--- config.mk ---
export PLATFORM = sky130hd
export DESIGN_NAME = carvr_responder
export DESIGN_NICKNAME = d
export VERILOG_FILES = /design/src/logic/carvr_pkg.sv /design/src/logic/carvr_link_if.sv /design/src/logic/carvr_cmd_rx.sv /design/src/logic/carvr_resp_tx.sv /design/src/logic/carvr_responder.sv
export SDC_FILE = /design/constraint.sdc
export NUM_CORES = 1
export LEC_CHECK = 0
export ABC_CLOCK_PERIOD_IN_PS = 9600
export BUFFER_PORTS_ARGS = -buffer_cell sky130_fd_sc_hd__buf_4
export CORE_ASPECT_RATIO = 1.5
export CORE_UTILIZATION = 30
export CTS_CLUSTER_SIZE = 40
export DETAILED_ROUTE_END_ITERATION = 10
export PLACE_DENSITY = 0.45
export SETUP_SLACK_MARGIN = 0.15
export SLEW_MARGIN = 15
export SYNTH_ARGS = -nofsm -noshare
export SYNTH_HDL_FRONTEND = slang
export SYNTH_SLANG_ARGS = --single-unit
export TNS_END_PERCENT = 100
--- constraint.sdc ---
create_clock -name clock_i -period 9.6 [get_ports clock_i]
set_input_delay 0.48 -clock clock_i [delete_from_list [all_inputs] [get_ports clock_i]]
set_output_delay 0.48 -clock clock_i [all_outputs]
set_load 0.02 [all_outputs]
--- src/logic/carvr_pkg.sv ---
// Constants shared by the codec root and audio group verb responder
package carvr_pkg;

   // Link framing
   localparam int CMD_BITS  = 40;
   localparam int RESP_BITS = 36;
   localparam int RESP_VALID_POS = 35;
   localparam int RESP_UNSOL_POS = 34;
   localparam int UNSOL_TAG_POS  = 26;

   // Command word fields
   localparam int CMD_ADDR_POS = 28;
   localparam int CMD_NODE_POS = 20;
   localparam int CMD_VERB_POS = 8;

   // Twelve-bit verbs
   localparam logic [11:0] VERB_GET_PARAM   = 12'hF00;
   localparam logic [11:0] VERB_GET_POWER   = 12'hF05;
   localparam logic [11:0] VERB_SET_POWER   = 12'h705;
   localparam logic [11:0] VERB_GET_UNSOL   = 12'hF08;
   localparam logic [11:0] VERB_SET_UNSOL   = 12'h708;
   localparam logic [11:0] VERB_GET_GDATA   = 12'hF15;
   localparam logic [11:0] VERB_SET_GDATA   = 12'h715;
   localparam logic [11:0] VERB_GET_GENABLE = 12'hF16;
   localparam logic [11:0] VERB_SET_GENABLE = 12'h716;
   localparam logic [11:0] VERB_GET_GDIR    = 12'hF17;
   localparam logic [11:0] VERB_SET_GDIR    = 12'h717;
   localparam logic [11:0] VERB_GET_GMASK   = 12'hF19;
   localparam logic [11:0] VERB_SET_GMASK   = 12'h719;
   localparam logic [11:0] VERB_GET_BOARD   = 12'hF20;
   localparam logic [11:0] VERB_SET_BOARD0  = 12'h720;
   localparam logic [11:0] VERB_GET_VCFG    = 12'hF83;
   localparam logic [11:0] VERB_SET_VCFG    = 12'h783;
   localparam logic [11:0] VERB_FUNC_RESET  = 12'h7FF;

   // Get-parameter selectors
   localparam logic [7:0] PARAM_IDENT   = 8'h00;
   localparam logic [7:0] PARAM_REV     = 8'h02;
   localparam logic [7:0] PARAM_CHILD   = 8'h04;
   localparam logic [7:0] PARAM_TYPE    = 8'h05;
   localparam logic [7:0] PARAM_GCAPS   = 8'h08;
   localparam logic [7:0] PARAM_WCAPS   = 8'h09;
   localparam logic [7:0] PARAM_PSTATES = 8'h0F;
   localparam logic [7:0] PARAM_GPIOCAP = 8'h11;

   // Fixed parameter answers
   localparam logic [31:0] REVISION_PARAM     = 32'h0010_0000;
   localparam logic [31:0] ROOT_CHILD_COUNT   = 32'h0001_0001;
   localparam logic [31:0] GROUP_CHILD_COUNT  = 32'h0008_002E;
   localparam logic [31:0] GROUP_TYPE_PARAM   = 32'h0000_0001;
   localparam logic [31:0] GROUP_CAPS_PARAM   = 32'h0001_0306;
   localparam logic [31:0] POWER_STATES_PARAM = 32'hC000_000F;
   localparam logic [31:0] GPIO_CAPS_BASE     = 32'h4000_0000;
   localparam logic [31:0] OUT_CONVERTER_CAPS = 32'h0000_041D;
   localparam logic [31:0] POWER_FIXED_BITS   = 32'h0000_0400;

   // Node map
   localparam logic [6:0] NODE_ROOT     = 7'h00;
   localparam logic [6:0] NODE_GROUP    = 7'h01;
   localparam logic [6:0] NODE_FIRST    = 7'h08;
   localparam logic [6:0] NODE_LAST     = 7'h35;
   localparam logic [6:0] OUTCONV_LAST  = 7'h0C;

   // Field positions and reset values
   localparam int          POWER_ACT_POS  = 4;
   localparam int          UNSOL_EN_POS   = 7;
   localparam int          VCFG_TX2_POS   = 4;
   localparam logic [3:0]  POWER_RST      = 4'h0;
   localparam logic [7:0]  POWER_MAX_SEL  = 8'h03;
   localparam logic [3:0]  POWER_D1       = 4'h1;
   localparam logic [7:0]  UNSOL_RST      = 8'h00;
   localparam logic [7:0]  UNSOL_WR_MASK  = 8'hBF;
   localparam logic [7:0]  VCFG_RST       = 8'h10;
   localparam logic [1:0]  GPIO_RST       = 2'h0;

endpackage : carvr_pkg

--- src/logic/carvr_link_if.sv ---
// Bit strobes, command word and response word shared inside the responder
`timescale 1ns/100ps
interface carvr_link_if;
   logic        bit_rise;
   logic        frame_start;
   logic        sdo_bit;
   logic        cmd_valid;
   logic [39:0] cmd_word;
   logic        resp_valid;
   logic [35:0] resp_word;
   logic        resp_taken;
   logic        sdi_bit;
   logic        sdi_oe;

   modport rx   (input bit_rise, frame_start, sdo_bit,
                 output cmd_valid, cmd_word);
   modport tx   (input bit_rise, frame_start, resp_valid, resp_word,
                 output resp_taken, sdi_bit, sdi_oe);
   modport core (output bit_rise, frame_start, sdo_bit, resp_valid,
                 resp_word,
                 input cmd_valid, cmd_word, resp_taken, sdi_bit, sdi_oe);
endinterface : carvr_link_if

--- src/logic/carvr_cmd_rx.sv ---
// Serial command deserialiser, one bit per link bit-clock rise
`timescale 1ns/100ps
module carvr_cmd_rx
   import carvr_pkg::*;
(
   input  wire logic   clock_i,
   input  wire logic   rst_i,
   carvr_link_if.rx    lnk
);
   logic [39:0] shift_q;
   logic [5:0]  count_q;
   logic        active_q;
   logic        valid_q;

   wire last_bit = active_q && lnk.bit_rise &&
                   (count_q == 6'(CMD_BITS - 1));

   always_ff @(posedge clock_i or posedge rst_i)
   begin
      if (rst_i)
      begin
         shift_q  <= 40'h0;
         count_q  <= 6'h0;
         active_q <= 1'b0;
         valid_q  <= 1'b0;
      end
      else
      begin
         valid_q <= last_bit;
         if (lnk.frame_start)
         begin
            active_q <= 1'b1;
            count_q  <= 6'h0;
         end
         else if (active_q && lnk.bit_rise)
         begin
            shift_q  <= {shift_q[38:0], lnk.sdo_bit};
            count_q  <= count_q + 6'h1;
            active_q <= !last_bit;
         end
      end
   end

   assign lnk.cmd_valid = valid_q;
   assign lnk.cmd_word  = shift_q;
endmodule : carvr_cmd_rx

--- src/logic/carvr_resp_tx.sv ---
// Response serialiser: one queued word per frame, MSB first
`timescale 1ns/100ps
module carvr_resp_tx
   import carvr_pkg::*;
(
   input  wire logic   clock_i,
   input  wire logic   rst_i,
   carvr_link_if.tx    lnk
);
   typedef enum logic {TX_IDLE, TX_SHIFT} carvr_tx_state_t;

   carvr_tx_state_t state_q;
   logic [35:0]     shift_q;
   logic [5:0]      count_q;

   assign lnk.resp_taken = (state_q == TX_IDLE) && lnk.frame_start &&
                           lnk.resp_valid;

   always_ff @(posedge clock_i or posedge rst_i)
   begin
      if (rst_i)
      begin
         state_q <= TX_IDLE;
         shift_q <= 36'h0;
         count_q <= 6'h0;
      end
      else
      begin
         case (state_q)
            TX_IDLE:
            begin
               if (lnk.resp_taken)
               begin
                  shift_q <= lnk.resp_word;
                  count_q <= 6'h0;
                  state_q <= TX_SHIFT;
               end
            end
            TX_SHIFT:
            begin
               if (lnk.bit_rise)
               begin
                  shift_q <= {shift_q[34:0], 1'b0};
                  count_q <= count_q + 6'h1;
                  if (count_q == 6'(RESP_BITS - 1))
                     state_q <= TX_IDLE;
               end
            end
            default: state_q <= TX_IDLE;
         endcase
      end
   end

   assign lnk.sdi_bit = shift_q[35];
   assign lnk.sdi_oe  = (state_q == TX_SHIFT);
endmodule : carvr_resp_tx

--- src/logic/carvr_responder.sv ---
// Root node and audio group verb responder on the serial audio link
//
// How it works
// - Identification parameter returns maker code high, part code low.
// - Revision parameter reports major level one, all else zero.
// - Root child count: start node one, one subordinate node.
// - Group child count: start node 08h, 2Eh widget nodes.
// - Group type returns 01h, audio, no group unsolicited support.
// - Group caps: beep generator, input delay 3h, output delay 6h.
// - Power states parameter returns C000000Fh.
// - GPIO caps: pin change reports, no wake, pin count in 7:0.
// - Pin count is two while vendor config bit 4 is zero.
// - Board identifier read whole, written byte by byte 720h-723h.
// - All 32 identifier bits writable with a fixed default.
// - Power read by F05h, set by 705h with payload 0 to 3.
// - Actual state mirrors requested; settings-lost reads one.
// - Unsolicited control byte: enable, reserved bit, six-bit tag.
// - GPIO data drives output pins only; read returns pin levels.
// - Disabled GPIO pins float; enabled ones follow direction.
// - Direction bit zero is input, one is output; reset input.
// - Masked pin changes raise an unsolicited report.
// - Verb 7FFh with zero payload resets the audio group.
// - Vendor verbs F70h to FBCh carry no behaviour, bar vendor config F83h/783h.
// - Nodes 00, 01 and 08 to 35 answer; others stay silent.
// - Output converters 08-0C report type zero, zero delay.
// - D1 drops amplifiers; D2, D3 drop reference as well.
`timescale 1ns/100ps
module carvr_responder
   import carvr_pkg::*;
#(
   // Arbitrary identity values, not those of any real part
   parameter logic [15:0] MAKER_CODE = 16'h5A5A,
   parameter logic [15:0] PART_CODE  = 16'h0C0D,
   parameter logic [3:0]  CODEC_ADDR = 4'h0,
   parameter int          GPIO_PINS  = 2
)
(
   input  wire logic       clock_i,
   input  wire logic       rst_i,
   input  wire logic       link_bclk_i,
   input  wire logic       link_sync_i,
   input  wire logic       link_sdo_i,
   output logic            link_sdi_o,
   output logic            link_sdi_oe_o,
   input  wire logic [1:0] gpio_i,
   output logic      [1:0] gpio_o,
   output logic      [1:0] gpio_oe_o,
   output logic            second_digital_audio_out_o,
   output logic      [3:0] requested_power_state_o,
   output logic            amp_power_on_o,
   output logic            ref_power_on_o
);

   if (GPIO_PINS != 2)
   begin : g_bad_pins
      $error("carvr_responder serves exactly two GPIO pins");
   end

   ////////////////////////////////////////////////////////////////////////
   // Pin synchronisers and link strobes

   // Order: bit clock, frame sync, serial data out, gpio 1:0
   wire  [4:0] pins_raw = {link_bclk_i, link_sync_i, link_sdo_i, gpio_i};
   logic [4:0] pins_meta_q;
   logic [4:0] pins_q;
   logic       bclk_prev_q;
   logic       sync_prev_q;
   logic [1:0] gpio_prev_q;

   always_ff @(posedge clock_i or posedge rst_i)
   begin
      if (rst_i)
      begin
         pins_meta_q <= 5'h00;
         pins_q      <= 5'h00;
      end
      else
      begin
         pins_meta_q <= pins_raw;
         pins_q      <= pins_meta_q;
      end
   end

   wire       bclk_s = pins_q[4];
   wire       sync_s = pins_q[3];
   wire       sdo_s  = pins_q[2];
   wire [1:0] gpio_s = pins_q[1:0];

   // The bit clock is oversampled eight times, so edge finding is exact
   wire bit_rise    = bclk_s && !bclk_prev_q;
   wire frame_start = bit_rise && sync_prev_q && !sync_s;

   always_ff @(posedge clock_i or posedge rst_i)
   begin
      if (rst_i)
      begin
         bclk_prev_q <= 1'b0;
         sync_prev_q <= 1'b0;
      end
      else
      begin
         bclk_prev_q <= bclk_s;
         if (bit_rise)
            sync_prev_q <= sync_s;
      end
   end

   ////////////////////////////////////////////////////////////////////////
   // Link serialisers

   carvr_link_if lnk ();

   assign lnk.bit_rise    = bit_rise;
   assign lnk.frame_start = frame_start;
   assign lnk.sdo_bit     = sdo_s;

   carvr_cmd_rx u_rx
   (
      .clock_i (clock_i),
      .rst_i   (rst_i),
      .lnk     (lnk.rx)
   );

   carvr_resp_tx u_tx
   (
      .clock_i (clock_i),
      .rst_i   (rst_i),
      .lnk     (lnk.tx)
   );

   assign link_sdi_o    = lnk.sdi_bit;
   assign link_sdi_oe_o = lnk.sdi_oe;

   ////////////////////////////////////////////////////////////////////////
   // Command decode

   wire [3:0]  cmd_addr = lnk.cmd_word[CMD_ADDR_POS +: 4];
   wire [6:0]  cmd_node = lnk.cmd_word[CMD_NODE_POS +: 7];
   wire [11:0] cmd_verb = lnk.cmd_word[CMD_VERB_POS +: 12];
   wire [7:0]  cmd_pay  = lnk.cmd_word[7:0];

   wire for_me     = lnk.cmd_valid && (cmd_addr == CODEC_ADDR);
   wire is_root    = (cmd_node == NODE_ROOT);
   wire is_group   = (cmd_node == NODE_GROUP);
   wire is_widget  = (cmd_node >= NODE_FIRST) && (cmd_node <= NODE_LAST);
   wire is_outconv = (cmd_node >= NODE_FIRST) && (cmd_node <= OUTCONV_LAST);
   wire in_map     = is_root || is_group || is_widget;

   wire grp_cmd    = for_me && is_group;
   wire wr_power   = grp_cmd && (cmd_verb == VERB_SET_POWER) &&
                     (cmd_pay <= POWER_MAX_SEL);
   wire wr_unsol   = grp_cmd && (cmd_verb == VERB_SET_UNSOL);
   wire wr_gdata   = grp_cmd && (cmd_verb == VERB_SET_GDATA);
   wire wr_genable = grp_cmd && (cmd_verb == VERB_SET_GENABLE);
   wire wr_gdir    = grp_cmd && (cmd_verb == VERB_SET_GDIR);
   wire wr_gmask   = grp_cmd && (cmd_verb == VERB_SET_GMASK);
   wire wr_vcfg    = grp_cmd && (cmd_verb == VERB_SET_VCFG);
   wire wr_board   = grp_cmd &&
                     (cmd_verb[11:2] == VERB_SET_BOARD0[11:2]);
   wire fn_reset   = grp_cmd && (cmd_verb == VERB_FUNC_RESET) &&
                     (cmd_pay == 8'h00);

   ////////////////////////////////////////////////////////////////////////
   // Audio group state

   logic [31:0] board_id_q;
   logic [3:0]  power_q;
   logic [7:0]  unsol_q;
   logic [7:0]  vcfg_q;
   logic [1:0]  gdata_q;
   logic [1:0]  genable_q;
   logic [1:0]  gdir_q;
   logic [1:0]  gmask_q;

   // The board identifier survives a function reset: firmware sets it once
   always_ff @(posedge clock_i or posedge rst_i)
   begin
      if (rst_i)
         board_id_q <= {MAKER_CODE, 16'h0000};
      else if (wr_board)
      begin
         for (int b = 0; b < 4; b++)
         begin
            if (cmd_verb[1:0] == 2'(b))
               board_id_q[8*b +: 8] <= cmd_pay;
         end
      end
   end

   always_ff @(posedge clock_i or posedge rst_i)
   begin
      if (rst_i)
      begin
         power_q   <= POWER_RST;
         unsol_q   <= UNSOL_RST;
         gdata_q   <= GPIO_RST;
         genable_q <= GPIO_RST;
         gdir_q    <= GPIO_RST;
         gmask_q   <= GPIO_RST;
      end
      else if (fn_reset)
      begin
         power_q   <= POWER_RST;
         unsol_q   <= UNSOL_RST;
         gdata_q   <= GPIO_RST;
         genable_q <= GPIO_RST;
         gdir_q    <= GPIO_RST;
         gmask_q   <= GPIO_RST;
      end
      else
      begin
         if (wr_power)
            power_q <= cmd_pay[3:0];
         if (wr_unsol)
            unsol_q <= cmd_pay & UNSOL_WR_MASK;
         if (wr_gdata)
            gdata_q <= (gdata_q & ~gdir_q) | (cmd_pay[1:0] & gdir_q);
         if (wr_genable)
            genable_q <= cmd_pay[1:0];
         if (wr_gdir)
            gdir_q <= cmd_pay[1:0];
         if (wr_gmask)
            gmask_q <= cmd_pay[1:0];
      end
   end

   always_ff @(posedge clock_i or posedge rst_i)
   begin
      if (rst_i)
         vcfg_q <= VCFG_RST;
      else if (wr_vcfg)
         vcfg_q <= cmd_pay;
   end

   ////////////////////////////////////////////////////////////////////////
   // GPIO pins and power outputs

   // Pin 1 is lost to the second digital output while that role is chosen
   wire       tx2_sel   = vcfg_q[VCFG_TX2_POS];
   wire [1:0] pin_avail = {!tx2_sel, 1'b1};
   wire [7:0] pin_count = tx2_sel ? 8'h01 : 8'h02;
   wire [1:0] levels    = gpio_s & pin_avail;

   assign gpio_o    = gdata_q;
   assign gpio_oe_o = genable_q & gdir_q & pin_avail;
   assign second_digital_audio_out_o = tx2_sel;

   assign requested_power_state_o = power_q;
   assign amp_power_on_o = (power_q == POWER_RST);
   assign ref_power_on_o = (power_q <= POWER_D1);

   ////////////////////////////////////////////////////////////////////////
   // Answer selection

   logic [31:0] answer;
   wire  [31:0] power_word = POWER_FIXED_BITS |
                             {24'h000000, power_q, power_q};

   // Anything not listed, vendor verbs included, answers zero
   always_comb
   begin
      answer = 32'h0000_0000;
      if (is_root && (cmd_verb == VERB_GET_PARAM))
      begin
         case (cmd_pay)
            PARAM_IDENT: answer = {MAKER_CODE, PART_CODE};
            PARAM_REV:   answer = REVISION_PARAM;
            PARAM_CHILD: answer = ROOT_CHILD_COUNT;
            default:     answer = 32'h0000_0000;
         endcase
      end
      else if (is_group)
      begin
         case (cmd_verb)
            VERB_GET_PARAM:
            begin
               case (cmd_pay)
                  PARAM_CHILD:   answer = GROUP_CHILD_COUNT;
                  PARAM_TYPE:    answer = GROUP_TYPE_PARAM;
                  PARAM_GCAPS:   answer = GROUP_CAPS_PARAM;
                  PARAM_PSTATES: answer = POWER_STATES_PARAM;
                  PARAM_GPIOCAP:
                     answer = {GPIO_CAPS_BASE[31:8], pin_count};
                  default:       answer = 32'h0000_0000;
               endcase
            end
            VERB_GET_BOARD:   answer = board_id_q;
            VERB_GET_POWER:   answer = power_word;
            VERB_GET_UNSOL:   answer = {24'h000000, unsol_q};
            VERB_GET_GDATA:   answer = {30'h0, levels};
            VERB_GET_GENABLE: answer = {30'h0, genable_q};
            VERB_GET_GDIR:    answer = {30'h0, gdir_q};
            VERB_GET_GMASK:   answer = {30'h0, gmask_q};
            VERB_GET_VCFG:    answer = {24'h000000, vcfg_q};
            default:          answer = 32'h0000_0000;
         endcase
      end
      else if (is_outconv && (cmd_verb == VERB_GET_PARAM) &&
               (cmd_pay == PARAM_WCAPS))
         answer = OUT_CONVERTER_CAPS;
   end

   ////////////////////////////////////////////////////////////////////////
   // Response queue: one solicited word and one pin-change report

   logic [31:0] sol_word_q;
   logic        sol_pend_q;
   logic        unsol_pend_q;

   // Inputs and outputs alike report changes; unavailable pins and pins with a clear mask bit are ignored
   wire [1:0] gpio_change = (gpio_s ^ gpio_prev_q) & pin_avail;
   wire       unsol_event = unsol_q[UNSOL_EN_POS] &&
                            |(gpio_change & gmask_q);
   wire       take_sol    = lnk.resp_taken && sol_pend_q;
   wire       take_unsol  = lnk.resp_taken && !sol_pend_q;
   wire       new_sol     = for_me && in_map;

   always_ff @(posedge clock_i or posedge rst_i)
   begin
      if (rst_i)
      begin
         gpio_prev_q  <= GPIO_RST;
         sol_word_q   <= 32'h0000_0000;
         sol_pend_q   <= 1'b0;
         unsol_pend_q <= 1'b0;
      end
      else
      begin
         gpio_prev_q <= gpio_s;
         if (new_sol)
            sol_word_q <= answer;
         // A new event or command wins over the slot being taken
         sol_pend_q   <= new_sol || (sol_pend_q && !take_sol);
         unsol_pend_q <= unsol_event ||
                         (unsol_pend_q && !take_unsol);
      end
   end

   wire [35:0] sol_resp   = {1'b1, 1'b0, 2'h0, sol_word_q};
   wire [35:0] unsol_resp = {1'b1, 1'b1, 2'h0, unsol_q[5:0], 26'h0};

   assign lnk.resp_valid = sol_pend_q || unsol_pend_q;
   assign lnk.resp_word  = sol_pend_q ? sol_resp : unsol_resp;

endmodule : carvr_responder

==> results.toml <==
[routing]
firstDrtPassIters = 4
routed-via-count = 5997
drc = 0
via_per_inst = 5.01
route.antenna.remaining_nets = 0
initialDrtViolationCount = 419
detail_route.wl_per_cell_um = 18.5
routed_wl_um = 22100

[yosys]
async_flop_share = 1.00
synth_cell_types = 68
yosysMostFrequentCell = "dfrtp_1"
avgSynthCellArea_um2 = 10.9
synth_top_area_frac = 0.520
synth.largest_area_cell = "dfrtp_1"
warning_count_from_the_yosys_run = 0
synth_sequential_area_ratio = 0.547
synthesis.nets = 811
synth.cell_area_um2 = 8710
synth_enable_flop_cells = 0
dominantRegCellSynth = "dfrtp_1"
synth.top_cells.by_count = "dfrtp_1, nor2_1, nand2_1, mux2_2, o21ai_0"
ys_ff_latch = 190
synth_top_cells_by_area = "dfrtp_1, mux2_2, nor2_1, nand2_1, dfstp_2"
syn-instance-count = 802

[worst_setup_path]
timing.critical_path.fanout_max = 22
worst_ep_required_time_ns = 9.97
path_buf_inv = 1
crit_slowest_cell = "nor2b_1"
max_stage_delay_ns = 0.75
critical_path_arrival_ns = 3.43
crit_family = "simple AND/OR/NAND/NOR gates"
crit_path_cell_trace = "or4_1 -> nor3_1 -> buf_4 -> nor2b_1 -> a221oi_1 -> o21ai_0"
crit_path_end_kind = "flop"
kind_of_critical_path = "flop to flop"
cp_launch_type = "flop"

[sta]
grt_setup_unrepaired = "false"
hold_ws_ns = 0.132
fin_worst_skew_ns = 0.0112
hold_viol_final = 0
maxClockFrequency_mhz = 326
final.min_clock_period_ns = 3.07
timing.slew.headroom = 0.289
setup-violations-final = 0
fin_crit_sh = 0.320
sum_neg_setup_slack_ns = 0
worstMarginPinSlew_ns = 1.06
final-max-slew-violation-count = 0
layout_setup_ws_ns = 6.53

[clocking]
post_cts.repair.setup_buffers = 0
post_cts_resize_count = 0
numClockSinks = 190
clock_tree.root_cell = "clkbuf_16"
clock_latency_ns = 0.45
clock_tree_from_tritoncts = "done"
cts_max_path_buffers = 2
cts_made_buffers = 17
clk_transition_reported_paths_ns = 0.07
htreeDepth = 4
cts_hold_buf = 0

[run]
maxCapViolCount = 0

[global_route]
via_count_of_the_first_global_routing_pass = 6293
globalRouteOverflowTotal = 0
largest_net_degree_at_the_start_of_global_routing = 116
grt_first_pass_wirelength_um = 36500
initial_antenna_violation_count = 0
track_usage = 0.162

[die]
core_area_um2 = 28600
core.rowCount = 76
io_pins = 20
die_width_um = 141
initial_utilization = 0.304
floorplan.die_area_um2 = 29700
die-height_um = 211

[worst_hold_path]
hold_path_class = "input port to flop"

[placed_design]
pre_cts_slack_ns = 6.49
io_buffer_count = 19
post_detailed_placement_cell_area_um2 = 9150
gp_routability_congestion = 0.866
dp_hpwl_um = 15300

[final_layout]
finish.net_count = 804
insertedDiodeCount = 0
drive_above_1_share = 0.209
final_cell_area_um2 = 9750
syn_to_final_growth_pct = 12.0

[pwr]
total_leakage_power_nw = 4.25
ir_worst_vdd_mv = 0.138
pwr_cell_area_nw_per_um2 = 188

[outcome]
run_status = "finished clean"
-- layout by cell type, fill, tap and decap left out, drive strengths merged, types with 21 or more instances in the layout --
cell type  count
nor2         101
clkbuf        22
nand3         29
a221oi        21
o21ai         43
nand2         83
buf           30
a21oi         36
mux2          72
dfrtp        181
-- state kept, by name (all words and copies together), names as in the netlist, 4 cells and up --
signal,cells
u_tx.count_q,6
sol_word_q,32
unsol_q,7
u_rx.count_q,6
pins_q,5
pins_meta_q,5
requested_power_state_o,4
vcfg_q,8
board_id_q,32
u_tx.shift_q,36
u_rx.lnk.cmd_word,32
-- metal layers --
layer,global-route usage,vias up,routed length (µm)
met1,0.197,2983,9670
met3,0.0322,50,571
li1,-,2866,-
met2,0.270,98,11000
met5,0,-,0
met4,0.0866,0,863
-- where the power goes --
group | leakage [nW] | switching [W] | internal (W)
logic | 1.40 | 0.000109 | 0.0000710
clock network | 0.284 | 0.000321 | 0.000408
registers | 2.57 | 0.0000947 | 0.000830
total | 4.25 | 0.000525 | 0.00131
-- logic make-up after synthesis --
group / share of synthesized area
flip-flops: 0.547
AO/OA/AOI/OAI: 0.123
multiplexers: 0.105
buffers and inverters: 0.0345
adder cells (fa/ha/maj): 0.00287
AND/OR/NAND/NOR: 0.175
XOR/XNOR: 0.0121
-- area by class of cell --
type                    count  area [µm²]
clock buffers              22         474
clock inverters            10         126
fillers                  2910       18900
inverters                   6        30.0
multi-input cells         550        3640
flip-flops and latches    190        4770
well taps                 390         488
repair buffers             30         225
-- worst register-to-register path: stages (launching register included) --
cell and delay (ns):
dfrtp_1 0.63, or4_1 0.70, nor3_1 0.26, buf_4 0.24
nor2b_1 0.75, a221oi_1 0.21, o21ai_0 0.20
-- path summary, 6_finish.rpt --
check                                            startpoint                         end  slack, ns  cells after the start
max                        u_rx.lnk.cmd_word[8]$_DFFE_PP0P_  sol_word_q[16]$_DFFE_PP0P_       6.53                      6
min                                              link_sdo_i    pins_meta_q[2]$_DFF_PP0_       0.13                      1
max reg2reg                u_rx.lnk.cmd_word[8]$_DFFE_PP0P_  sol_word_q[16]$_DFFE_PP0P_       6.53                      6
min reg2reg                        pins_meta_q[4]$_DFF_PP0_         pins_q[4]$_DFF_PP0_       0.35                      0
max in group asynchronous                             rst_i   sol_word_q[0]$_DFFE_PP0P_       7.86                      3
min in group asynchronous                             rst_i         pins_q[4]$_DFF_PP0_       0.17                      2
-- per-stage QoR --
| stage | power (W) | util | cells |
|---|---|---|---|
| after CTS | 0.00186 | 0.341 | 1198 |
| after global placement | 0.00112 | 0.320 | 1166 |
| after floorplan | 0.00106 | - | 802 |
| after global routing | 0.00192 | 0.341 | 1198 |
| final | 0.00183 | 0.341 | 1198 |
| after detailed placement | 0.00112 | 0.320 | 1166 |
Power figures use the tool's default switching activity.
